$ cat src/design/isrg_pkg.sv
// Purpose: Shared constants for the instrument status register groups
// Assumes: Three 16-bit groups, command port with group and register select
// Notes:   Register select codes are local choices
package isrg_pkg;
  localparam int unsigned GRP_W   = 16;
  localparam int unsigned NGRP    = 3;
  // Group select
  localparam logic [1:0] GRP_CALL = 2'h0;
  localparam logic [1:0] GRP_CAL  = 2'h1;
  localparam logic [1:0] GRP_HW2  = 2'h2;
  // Register select
  localparam logic [2:0] SEL_COND = 3'h0;
  localparam logic [2:0] SEL_PTR  = 3'h1;
  localparam logic [2:0] SEL_NTR  = 3'h2;
  localparam logic [2:0] SEL_EVT  = 3'h3;
  localparam logic [2:0] SEL_ENA  = 3'h4;
  // Reset values
  localparam logic [15:0] PTR_RST = 16'h7fff;
  localparam logic [15:0] NTR_RST = 16'h0000;
  localparam logic [15:0] ENA_RST = 16'h0000;
  localparam logic [15:0] EVT_RST = 16'h0000;
  // Bit positions
  localparam int unsigned RSVD_BIT     = 15;
  localparam int unsigned CALL_CONNECT = 5;
  localparam int unsigned CALL_ACCESS  = 4;
  localparam int unsigned CALL_PAGE    = 3;
  localparam int unsigned CALL_REGSTR  = 1;
  localparam int unsigned CALL_ACTIVE  = 0;
  localparam int unsigned CAL_TXZERO   = 4;
  localparam int unsigned CAL_VOLT     = 3;
  localparam int unsigned CAL_CNTR     = 2;
  localparam int unsigned CAL_SAMP     = 1;
  localparam int unsigned CAL_SPEC     = 0;
  localparam int unsigned HW2_ACP_RBW  = 11;
  localparam int unsigned HW2_ACP_WIDE = 10;
  localparam int unsigned HW2_NOTCH    = 9;
  localparam int unsigned HW2_AFG2_V   = 8;
  localparam int unsigned HW2_FMDEV    = 7;
  localparam int unsigned HW2_AMFM     = 6;
  localparam int unsigned HW2_AF_RNG   = 5;
  localparam int unsigned HW2_RF_RNG   = 4;
  localparam int unsigned HW2_RF_TUNE  = 3;
  localparam int unsigned HW2_OFFSET   = 2;
  localparam int unsigned HW2_AMPL     = 1;
  localparam int unsigned HW2_REFLVL   = 0;
endpackage

$ cat src/design/isrg_grp_if.sv
// Purpose: Carrier between the top and one status group
// Assumes: Same clock on both sides
// Notes:   One instance per group
interface isrg_grp_if;
  logic [15:0] cond;
  logic        wr_ptr;
  logic        wr_ntr;
  logic        wr_ena;
  logic        rd_evt;
  logic        clr;
  logic [15:0] wdata;
  logic [15:0] ptr;
  logic [15:0] ntr;
  logic [15:0] evt;
  logic [15:0] ena;
  logic        summary;
  modport top (output cond, wr_ptr, wr_ntr, wr_ena, rd_evt, clr, wdata,
               input ptr, ntr, evt, ena, summary);
  modport grp (input cond, wr_ptr, wr_ntr, wr_ena, rd_evt, clr, wdata,
               output ptr, ntr, evt, ena, summary);
endinterface

$ cat src/design/isrg_group.sv
// Purpose: One status group: filters, event, enable, summary
// Assumes: Condition already synchronised and bit 15 forced low
// Notes:   Set wins over a clear in the same cycle
module isrg_group (
  input  wire logic clk,
  input  wire logic reset_n,
  isrg_grp_if.grp   g
);
  logic [15:0] cond_d_r;
  logic [15:0] ptr_r;
  logic [15:0] ntr_r;
  logic [15:0] evt_r;
  logic [15:0] ena_r;
  logic        sum_r;
  logic [15:0] rise;
  logic [15:0] fall;
  logic [15:0] hit;
  logic [15:0] evt_nxt;

  assign rise    = g.cond & ~cond_d_r;
  assign fall    = ~g.cond & cond_d_r;
  assign hit     = (rise & ptr_r) | (fall & ntr_r);
  assign evt_nxt = ((g.rd_evt | g.clr) ? 16'h0000 : evt_r) | hit;

  always_ff @(posedge clk) begin
    if (!reset_n) begin
      cond_d_r <= 16'h0000;
      ptr_r    <= isrg_pkg::PTR_RST;
      ntr_r    <= isrg_pkg::NTR_RST;
      evt_r    <= isrg_pkg::EVT_RST;
      ena_r    <= isrg_pkg::ENA_RST;
      sum_r    <= 1'b0;
    end else begin
      cond_d_r <= g.cond;
      if (g.wr_ptr) ptr_r <= g.wdata;
      if (g.wr_ntr) ntr_r <= g.wdata;
      if (g.wr_ena) ena_r <= g.wdata;
      evt_r    <= evt_nxt;
      sum_r    <= |(evt_r & ena_r);
    end
  end

  assign g.ptr     = ptr_r;
  assign g.ntr     = ntr_r;
  assign g.evt     = evt_r;
  assign g.ena     = ena_r;
  assign g.summary = sum_r;
endmodule

$ cat src/design/isrg_top.sv
// Purpose: Three status register groups behind a command port
// Assumes: Status inputs come from other clock domains
// Notes:   Reads answer one cycle after the strobe
module isrg_top (
  input  wire logic        clk,
  input  wire logic        reset_n,
  input  wire logic        cmd_wr,
  input  wire logic        cmd_rd,
  input  wire logic        cmd_clear_status,
  input  wire logic [1:0]  cmd_group,
  input  wire logic [2:0]  cmd_reg,
  input  wire logic [15:0] cmd_wdata,
  output logic      [15:0] rd_data,
  output logic             rd_valid,
  input  wire logic        call_connect,
  input  wire logic        call_access,
  input  wire logic        call_page,
  input  wire logic        call_register,
  input  wire logic        call_active,
  input  wire logic        cal_txpwr_zero_fail,
  input  wire logic        cal_voltmeter_fail,
  input  wire logic        cal_counter_fail,
  input  wire logic        cal_sampler_fail,
  input  wire logic        cal_spectrum_fail,
  input  wire logic        hw2_acp_rbw_bad,
  input  wire logic        hw2_acp_too_wide,
  input  wire logic        hw2_notch_range,
  input  wire logic        hw2_audio_generator_two_volt,
  input  wire logic        hw2_fm_dev_large,
  input  wire logic        hw2_am_fm_both,
  input  wire logic        hw2_af_autorange,
  input  wire logic        hw2_rf_autorange,
  input  wire logic        hw2_rf_autotune,
  input  wire logic        hw2_offset_bad,
  input  wire logic        hw2_ampl_high,
  input  wire logic        hw2_reflvl_bad,
  output logic             call_summary,
  output logic             cal_summary,
  output logic             hw2_summary
);
  logic [15:0] raw_call;
  logic [15:0] raw_cal;
  logic [15:0] raw_hw2;
  logic [47:0] sync1_r;
  logic [47:0] sync2_r;
  logic [15:0] rd_data_r;
  logic        rd_valid_r;
  logic [15:0] rd_nxt;
  logic [15:0] sel_word;
  logic        hit_call;
  logic        hit_cal;
  logic        hit_hw2;

  // Condition assembly; unused bits tie low
  always_comb begin
    raw_call = 16'h0000;
    raw_call[isrg_pkg::CALL_CONNECT] = call_connect;
    raw_call[isrg_pkg::CALL_ACCESS]  = call_access;
    raw_call[isrg_pkg::CALL_PAGE]    = call_page;
    raw_call[isrg_pkg::CALL_REGSTR]  = call_register;
    raw_call[isrg_pkg::CALL_ACTIVE]  = call_active;
    raw_cal = 16'h0000;
    raw_cal[isrg_pkg::CAL_TXZERO] = cal_txpwr_zero_fail;
    raw_cal[isrg_pkg::CAL_VOLT]   = cal_voltmeter_fail;
    raw_cal[isrg_pkg::CAL_CNTR]   = cal_counter_fail;
    raw_cal[isrg_pkg::CAL_SAMP]   = cal_sampler_fail;
    raw_cal[isrg_pkg::CAL_SPEC]   = cal_spectrum_fail;
    raw_hw2 = 16'h0000;
    raw_hw2[isrg_pkg::HW2_ACP_RBW]  = hw2_acp_rbw_bad;
    raw_hw2[isrg_pkg::HW2_ACP_WIDE] = hw2_acp_too_wide;
    raw_hw2[isrg_pkg::HW2_NOTCH]    = hw2_notch_range;
    raw_hw2[isrg_pkg::HW2_AFG2_V]   = hw2_audio_generator_two_volt;
    raw_hw2[isrg_pkg::HW2_FMDEV]    = hw2_fm_dev_large;
    raw_hw2[isrg_pkg::HW2_AMFM]     = hw2_am_fm_both;
    raw_hw2[isrg_pkg::HW2_AF_RNG]   = hw2_af_autorange;
    raw_hw2[isrg_pkg::HW2_RF_RNG]   = hw2_rf_autorange;
    raw_hw2[isrg_pkg::HW2_RF_TUNE]  = hw2_rf_autotune;
    raw_hw2[isrg_pkg::HW2_OFFSET]   = hw2_offset_bad;
    raw_hw2[isrg_pkg::HW2_AMPL]     = hw2_ampl_high;
    raw_hw2[isrg_pkg::HW2_REFLVL]   = hw2_reflvl_bad;
  end

  // Status sources are asynchronous; two stages before use
  always_ff @(posedge clk) begin
    if (!reset_n) begin
      sync1_r <= 48'h0;
      sync2_r <= 48'h0;
    end else begin
      sync1_r <= {raw_hw2, raw_cal, raw_call};
      sync2_r <= sync1_r;
    end
  end

  isrg_grp_if g_call ();
  isrg_grp_if g_cal ();
  isrg_grp_if g_hw2 ();

  function automatic logic [15:0] cond_mask(input logic [15:0] c);
    logic [15:0] m;
    m = c;
    m[isrg_pkg::RSVD_BIT] = 1'b0;
    return m;
  endfunction

  function automatic logic [15:0] pick(input logic [2:0] r, input logic [15:0] cnd,
                                       input logic [15:0] p, input logic [15:0] n,
                                       input logic [15:0] e, input logic [15:0] en);
    logic [15:0] v;
    v = 16'h0000;
    unique case (r)
      isrg_pkg::SEL_COND: v = cnd;
      isrg_pkg::SEL_PTR:  v = p;
      isrg_pkg::SEL_NTR:  v = n;
      isrg_pkg::SEL_EVT:  v = e;
      isrg_pkg::SEL_ENA:  v = en;
      default:            v = 16'h0000;
    endcase
    return v;
  endfunction

  assign hit_call = (cmd_group == isrg_pkg::GRP_CALL);
  assign hit_cal  = (cmd_group == isrg_pkg::GRP_CAL);
  assign hit_hw2  = (cmd_group == isrg_pkg::GRP_HW2);

  // Identical wiring for each group
  assign g_call.cond   = cond_mask(sync2_r[15:0]);
  assign g_cal.cond    = cond_mask(sync2_r[31:16]);
  assign g_hw2.cond    = cond_mask(sync2_r[47:32]);
  assign g_call.wdata  = cmd_wdata;
  assign g_cal.wdata   = cmd_wdata;
  assign g_hw2.wdata   = cmd_wdata;
  assign g_call.clr    = cmd_clear_status;
  assign g_cal.clr     = cmd_clear_status;
  assign g_hw2.clr     = cmd_clear_status;
  assign g_call.wr_ptr = cmd_wr & hit_call & (cmd_reg == isrg_pkg::SEL_PTR);
  assign g_call.wr_ntr = cmd_wr & hit_call & (cmd_reg == isrg_pkg::SEL_NTR);
  assign g_call.wr_ena = cmd_wr & hit_call & (cmd_reg == isrg_pkg::SEL_ENA);
  assign g_call.rd_evt = cmd_rd & hit_call & (cmd_reg == isrg_pkg::SEL_EVT);
  assign g_cal.wr_ptr  = cmd_wr & hit_cal & (cmd_reg == isrg_pkg::SEL_PTR);
  assign g_cal.wr_ntr  = cmd_wr & hit_cal & (cmd_reg == isrg_pkg::SEL_NTR);
  assign g_cal.wr_ena  = cmd_wr & hit_cal & (cmd_reg == isrg_pkg::SEL_ENA);
  assign g_cal.rd_evt  = cmd_rd & hit_cal & (cmd_reg == isrg_pkg::SEL_EVT);
  assign g_hw2.wr_ptr  = cmd_wr & hit_hw2 & (cmd_reg == isrg_pkg::SEL_PTR);
  assign g_hw2.wr_ntr  = cmd_wr & hit_hw2 & (cmd_reg == isrg_pkg::SEL_NTR);
  assign g_hw2.wr_ena  = cmd_wr & hit_hw2 & (cmd_reg == isrg_pkg::SEL_ENA);
  assign g_hw2.rd_evt  = cmd_rd & hit_hw2 & (cmd_reg == isrg_pkg::SEL_EVT);

  isrg_group u_call (.clk(clk), .reset_n(reset_n), .g(g_call));
  isrg_group u_cal  (.clk(clk), .reset_n(reset_n), .g(g_cal));
  isrg_group u_hw2  (.clk(clk), .reset_n(reset_n), .g(g_hw2));

  // Read returns the event value before its clear takes hold
  assign sel_word = hit_call ? pick(cmd_reg, g_call.cond, g_call.ptr, g_call.ntr,
                                    g_call.evt, g_call.ena) :
                    hit_cal  ? pick(cmd_reg, g_cal.cond, g_cal.ptr, g_cal.ntr,
                                    g_cal.evt, g_cal.ena) :
                    hit_hw2  ? pick(cmd_reg, g_hw2.cond, g_hw2.ptr, g_hw2.ntr,
                                    g_hw2.evt, g_hw2.ena) : 16'h0000;
  assign rd_nxt   = cmd_rd ? sel_word : rd_data_r;

  always_ff @(posedge clk) begin
    if (!reset_n) begin
      rd_data_r  <= 16'h0000;
      rd_valid_r <= 1'b0;
    end else begin
      rd_data_r  <= rd_nxt;
      rd_valid_r <= cmd_rd;
    end
  end

  assign rd_data      = rd_data_r;
  assign rd_valid     = rd_valid_r;
  assign call_summary = g_call.summary;
  assign cal_summary  = g_cal.summary;
  assign hw2_summary  = g_hw2.summary;
endmodule

$ cat config.mk
export PLATFORM = sky130hd
export DESIGN_NAME = isrg_top
export DESIGN_NICKNAME = d
export VERILOG_FILES = /design/src/design/isrg_pkg.sv /design/src/design/isrg_grp_if.sv /design/src/design/isrg_group.sv /design/src/design/isrg_top.sv
export SDC_FILE = /design/constraint.sdc
export NUM_CORES = 1
export LEC_CHECK = 0
export BUFFER_PORTS_ARGS = -buffer_cell sky130_fd_sc_hd__buf_2
export CAP_MARGIN = 20
export CELL_PAD_IN_SITES_DETAIL_PLACEMENT = 1
export CELL_PAD_IN_SITES_GLOBAL_PLACEMENT = 1
export CORE_AREA = 10 10 225 227
export DETAILED_ROUTE_END_ITERATION = 6
export DIE_AREA = 0 0 235 237
export PLACE_DENSITY = 0.51
export SETUP_SLACK_MARGIN = 0.02
export SLEW_MARGIN = 10
export SYNTH_ARGS = -nofsm -noshare
export SYNTH_HDL_FRONTEND = slang
export SYNTH_HIERARCHICAL = 1
export SYNTH_SLANG_ARGS = --single-unit
$ cat constraint.sdc
create_clock -name clk -period 2 [get_ports clk]
set_clock_uncertainty 0.15 [all_clocks]
set_input_delay 0 -clock clk [delete_from_list [all_inputs] [get_ports clk]]
set_output_delay 0 -clock clk [all_outputs]
set_load 0.02 [all_outputs]
==> out/qor.csv <==
stage,metric,value,unit
cells_and_area,fillers,5212,
global_route,grt_pass1_wl,70300,microns
pwr,power,14.2,mW
pwr,internal_power,10.7,mW
global_route,grt_max_degree,143,
sta,fmax,534,MHz
die,start_util,0.286,
min_path,holdPathEnd,rd_data[14],
critical_path,crit_slowest_cell,a2bb2oi_1,
pwr,power_frac_seq,0.447,
pwr,power_switching,3.55,mW
clock_tree,cts-buffers-inserted,38,
logic_synthesis,synth_cell_types,49,
routing,antenna_left,0,
pwr,p_sw_frac,0.249,
pwr,leakage,5.96,nW
logic_synthesis,synth-seq-cells,304,
sta,slew_headroom,0.571,
min_path,hold-path-cell-count,4,
critical_path,r2r_cells,5,
routing,totalWireLength,46600,microns
place,place_hpwl,32000,microns
die,die_h,237,microns
routing,drc,0,
place,gp_congestion,0.799,
routing,avgRoutedWirePerCell,21.3,microns
critical_path,worst_setup_path_start_kind,flop,
clock_tree,post_cts_buffers,0,
routing,drt_iter0_markers,592,
min_path,hp-class,primary input to flop,
critical_path,rr_endpoint,rd_data[12],
critical_path,r2r_start,u_hw2/g.evt[12],
pwr,irDropWorstVdd,0.000587,V
sta,report.final.slew_viol_count,0,
status,status,completed,
sta,finalCritPeriodShare,0.937,
logic_synthesis,synth_warnings,6,
global_route,gr-total-overflow,0,
critical_path,cp_slowest_stage_delay,0.35,ns
routing,first_pass_iters,5,
routing,vias,10400,
sta,hold_viol_final,0,
sta,worstMarginPinSlew,0.643,ns
logic_synthesis,syn_area_per_cell,9.78,sq um
critical_path,arrival,2.16,ns
logic_synthesis,synth_edf_count,0,
clock_tree,ctsResizeCount,0,
clock_tree,cts-htree-levels,2,
cells_and_area,nets,1599,
critical_path,path_max_fanout,3,
sta,period_needed,1.87,ns
clock_tree,cts-hold-fix-buffers,47,
die,io_pins,68,
sta,rsz0062_at_grt,false,
min_path,worstHoldStart,cmd_group[1],
run,drv_cap,0,
routing,vias_per_cell,4.77,
logic_synthesis,async_flop_share,0,
cells_and_area,syn_to_final_growth,24.1,%
pwr,p_comb_frac,0.084,
pwr,power_density,867,nW/um^2
critical_path,reg2reg_setup_slack,0.13,ns
global_route,antenna_found_initial,1,
die,core-area,46200,sq um
sta,setup_viol,0,
clock_tree,path_clk_slew,0.06,ns
cells_and_area,drive_gt1_frac,0.146,
die,rows,79,
critical_path,required,2.28,ns
logic_synthesis,synth_ff_type,dfxtp_1,
clock_tree,cts_tree,yes,
place,numPortBuffers,67,
pwr,power.share.clock,0.469,
critical_path,end_kind,flop,
cells_and_area,design_area,16400,sq um
clock_tree,ctsLongestPathBuffers,3,
die,chipWidth,235,microns
die,die_area,55700,sq um
logic_synthesis,syn_inst,1350,
logic_synthesis,ys_seq_area_frac,0.461,
global_route,grt_pass1_vias,10800,
critical_path,crit_chain,mux2_2 > a22oi_1 > a2bb2oi_1 > o21ai_0 > a32o_1,
clock_tree,root_buffer,clkbuf_16,
global_route,grt_usage,0.164,
place,dpl_cell_area,14700,sq um
clock_tree,cts_num_sinks,304,
critical_path,critPathKind,flop to flop,
logic_synthesis,syn_area,13200,sq um
clock_tree,clock_latency,0.56,ns
==> worst max-delay path, delay by kind of cell (launching register included) <==
kind,cells,cell delay (ns)
DFF,1,0.34
AOI/OAI and AO/OA,4,0.99
muxes,1,0.27
==> flip-flops by register name, indices dropped and copies added, names as in the netlist <==
register,flops
u_hw2/g.summary,1
u_hw2/cond_d_r,16
u_hw2/g.evt,16
u_call/g.ptr,16
rd_valid,1
sync1_r,22
u_cal/cond_d_r,16
u_cal/g.ena,16
u_call/g.summary,1
u_cal/g.ntr,16
u_cal/g.ptr,16
u_call/g.ena,16
u_cal/g.evt,16
u_call/g.ntr,16
u_hw2/g.ptr,16
u_hw2/g.ntr,16
sync2_r,22
u_call/g.evt,16
u_cal/g.summary,1
u_call/cond_d_r,16
rd_data,16
u_hw2/g.ena,16
==> layout make-up <==
type	instances	area [sq um]	share of cell area
Antenna cell	1	2.50	0.000153
Clock buffer	58	1150	0.0700
Clock inverter	8	46.3	0.00282
Inverter	51	191	0.0117
Multi-Input combinational cell	979	6650	0.405
Sequential cell	304	6090	0.371
Tap cell	607	759	0.0463
Timing Repair Buffer	177	1520	0.0924
==> cells in the mapped netlist, types with 30 or more instances <==
library cell | count | area share
dfxtp_1 | 304 | 0.46
mux2i_1 | 182 | 0.14
and2_1 | 143 | 0.068
nand2_1 | 110 | 0.031
nor2b_1 | 103 | 0.049
o21ai_0 | 80 | 0.030
inv_1 | 51 | 0.014
a32oi_1 | 49 | 0.032
a22oi_1 | 40 | 0.023
clkbuf_1 | 39 | 0.011
a21oi_1 | 35 | 0.013
nor2_1 | 30 | 0.0085
==> kinds of logic (layout without fill, tap and decap cells) <==
family,after synthesis,count (layout),share of synthesized area
AND/OR/NAND/NOR,426,426,0.178
buffers and inverters,144,294,0.0597
other,1,79,0.000284
flip-flops,304,304,0.461
multiplexers,202,202,0.156
AO/OA/AOI/OAI,273,273,0.146
==> layer usage <==
layer | vias to the layer above | part of all wire | global-route usage
met5 | - | 0 | 0
met4 | 0 | 0.021 | 0.0491
met3 | 55 | 0.030 | 0.0217
met2 | 146 | 0.47 | 0.273
met1 | 5172 | 0.48 | 0.216
li1 | 5044 | - | -
==> cells in the final DEF (no fill, tap or decap), drive strengths merged, types with 8 or more instances in the layout <==
| master | synthesis | routed |
|---|---|---|
| a22oi | 40 | 40 |
| dlygate4sd3 | 0 | 47 |
| and2 | 143 | 143 |
| inv | 51 | 52 |
| mux2i | 182 | 182 |
| nand3b | 9 | 9 |
| clkbuf | 40 | 59 |
| o21ai | 83 | 83 |
| conb | 1 | 78 |
| buf | 53 | 129 |
| nor2 | 34 | 34 |
| a32o | 8 | 8 |
| nand2 | 110 | 110 |
| nand3 | 10 | 10 |
| a21oi | 35 | 35 |
| nor2b | 104 | 104 |
| a32oi | 49 | 49 |
| a22o | 13 | 13 |
| o221ai | 10 | 10 |
| mux2 | 19 | 19 |
| dfxtp | 304 | 304 |
==> how the worst max path moves through the flow <==
| stage | depth (start not counted) | slack, ns | from | end |
|---|---|---|---|---|
| final | 5 | 0.13 | u_hw2/g.evt[12] | rd_data[12] |
| after CTS | 5 | 0.14 | u_hw2/g.evt[12] | rd_data[12] |
| after detailed placement | 8 | -0.02 | cmd_reg[0] | u_cal/g.ena[12] |
| after global routing | 5 | 0.02 | u_hw2/g.evt[12] | rd_data[12] |
| after floorplan | 10 | 0.29 | cmd_group[1] | u_call/g.evt[4] |
| after global placement | 8 | -0.03 | cmd_reg[0] | u_cal/g.ena[4] |
==> power by group through the flow <==
stage | Clock (mW) | Sequential (mW) | Combinational (mW)
after floorplan | 0 | 6.45 | 0.644
after global placement | 0 | 6.49 | 1.11
after detailed placement | 0 | 6.49 | 1.13
after CTS | 6.88 | 6.36 | 1.20
after global routing | 7.11 | 6.38 | 1.30
final | 6.66 | 6.36 | 1.20
==> metrics by stage <==
stage               std cells  setup TNS [ns]  hold slack, ns   util  worst slack, ns
floorplan                1427               0         -0.0227      -            0.285
global placement         2071          -0.433          0.0549  0.319          -0.0263
detailed placement       2071          -0.183          0.0600  0.319          -0.0249
CTS                      2184               0         0.00207  0.355            0.137
global route             2185               0         0.00934  0.355           0.0212
finish                   2185               0          0.0218  0.355            0.126
(Power assumes the default switching activity.)
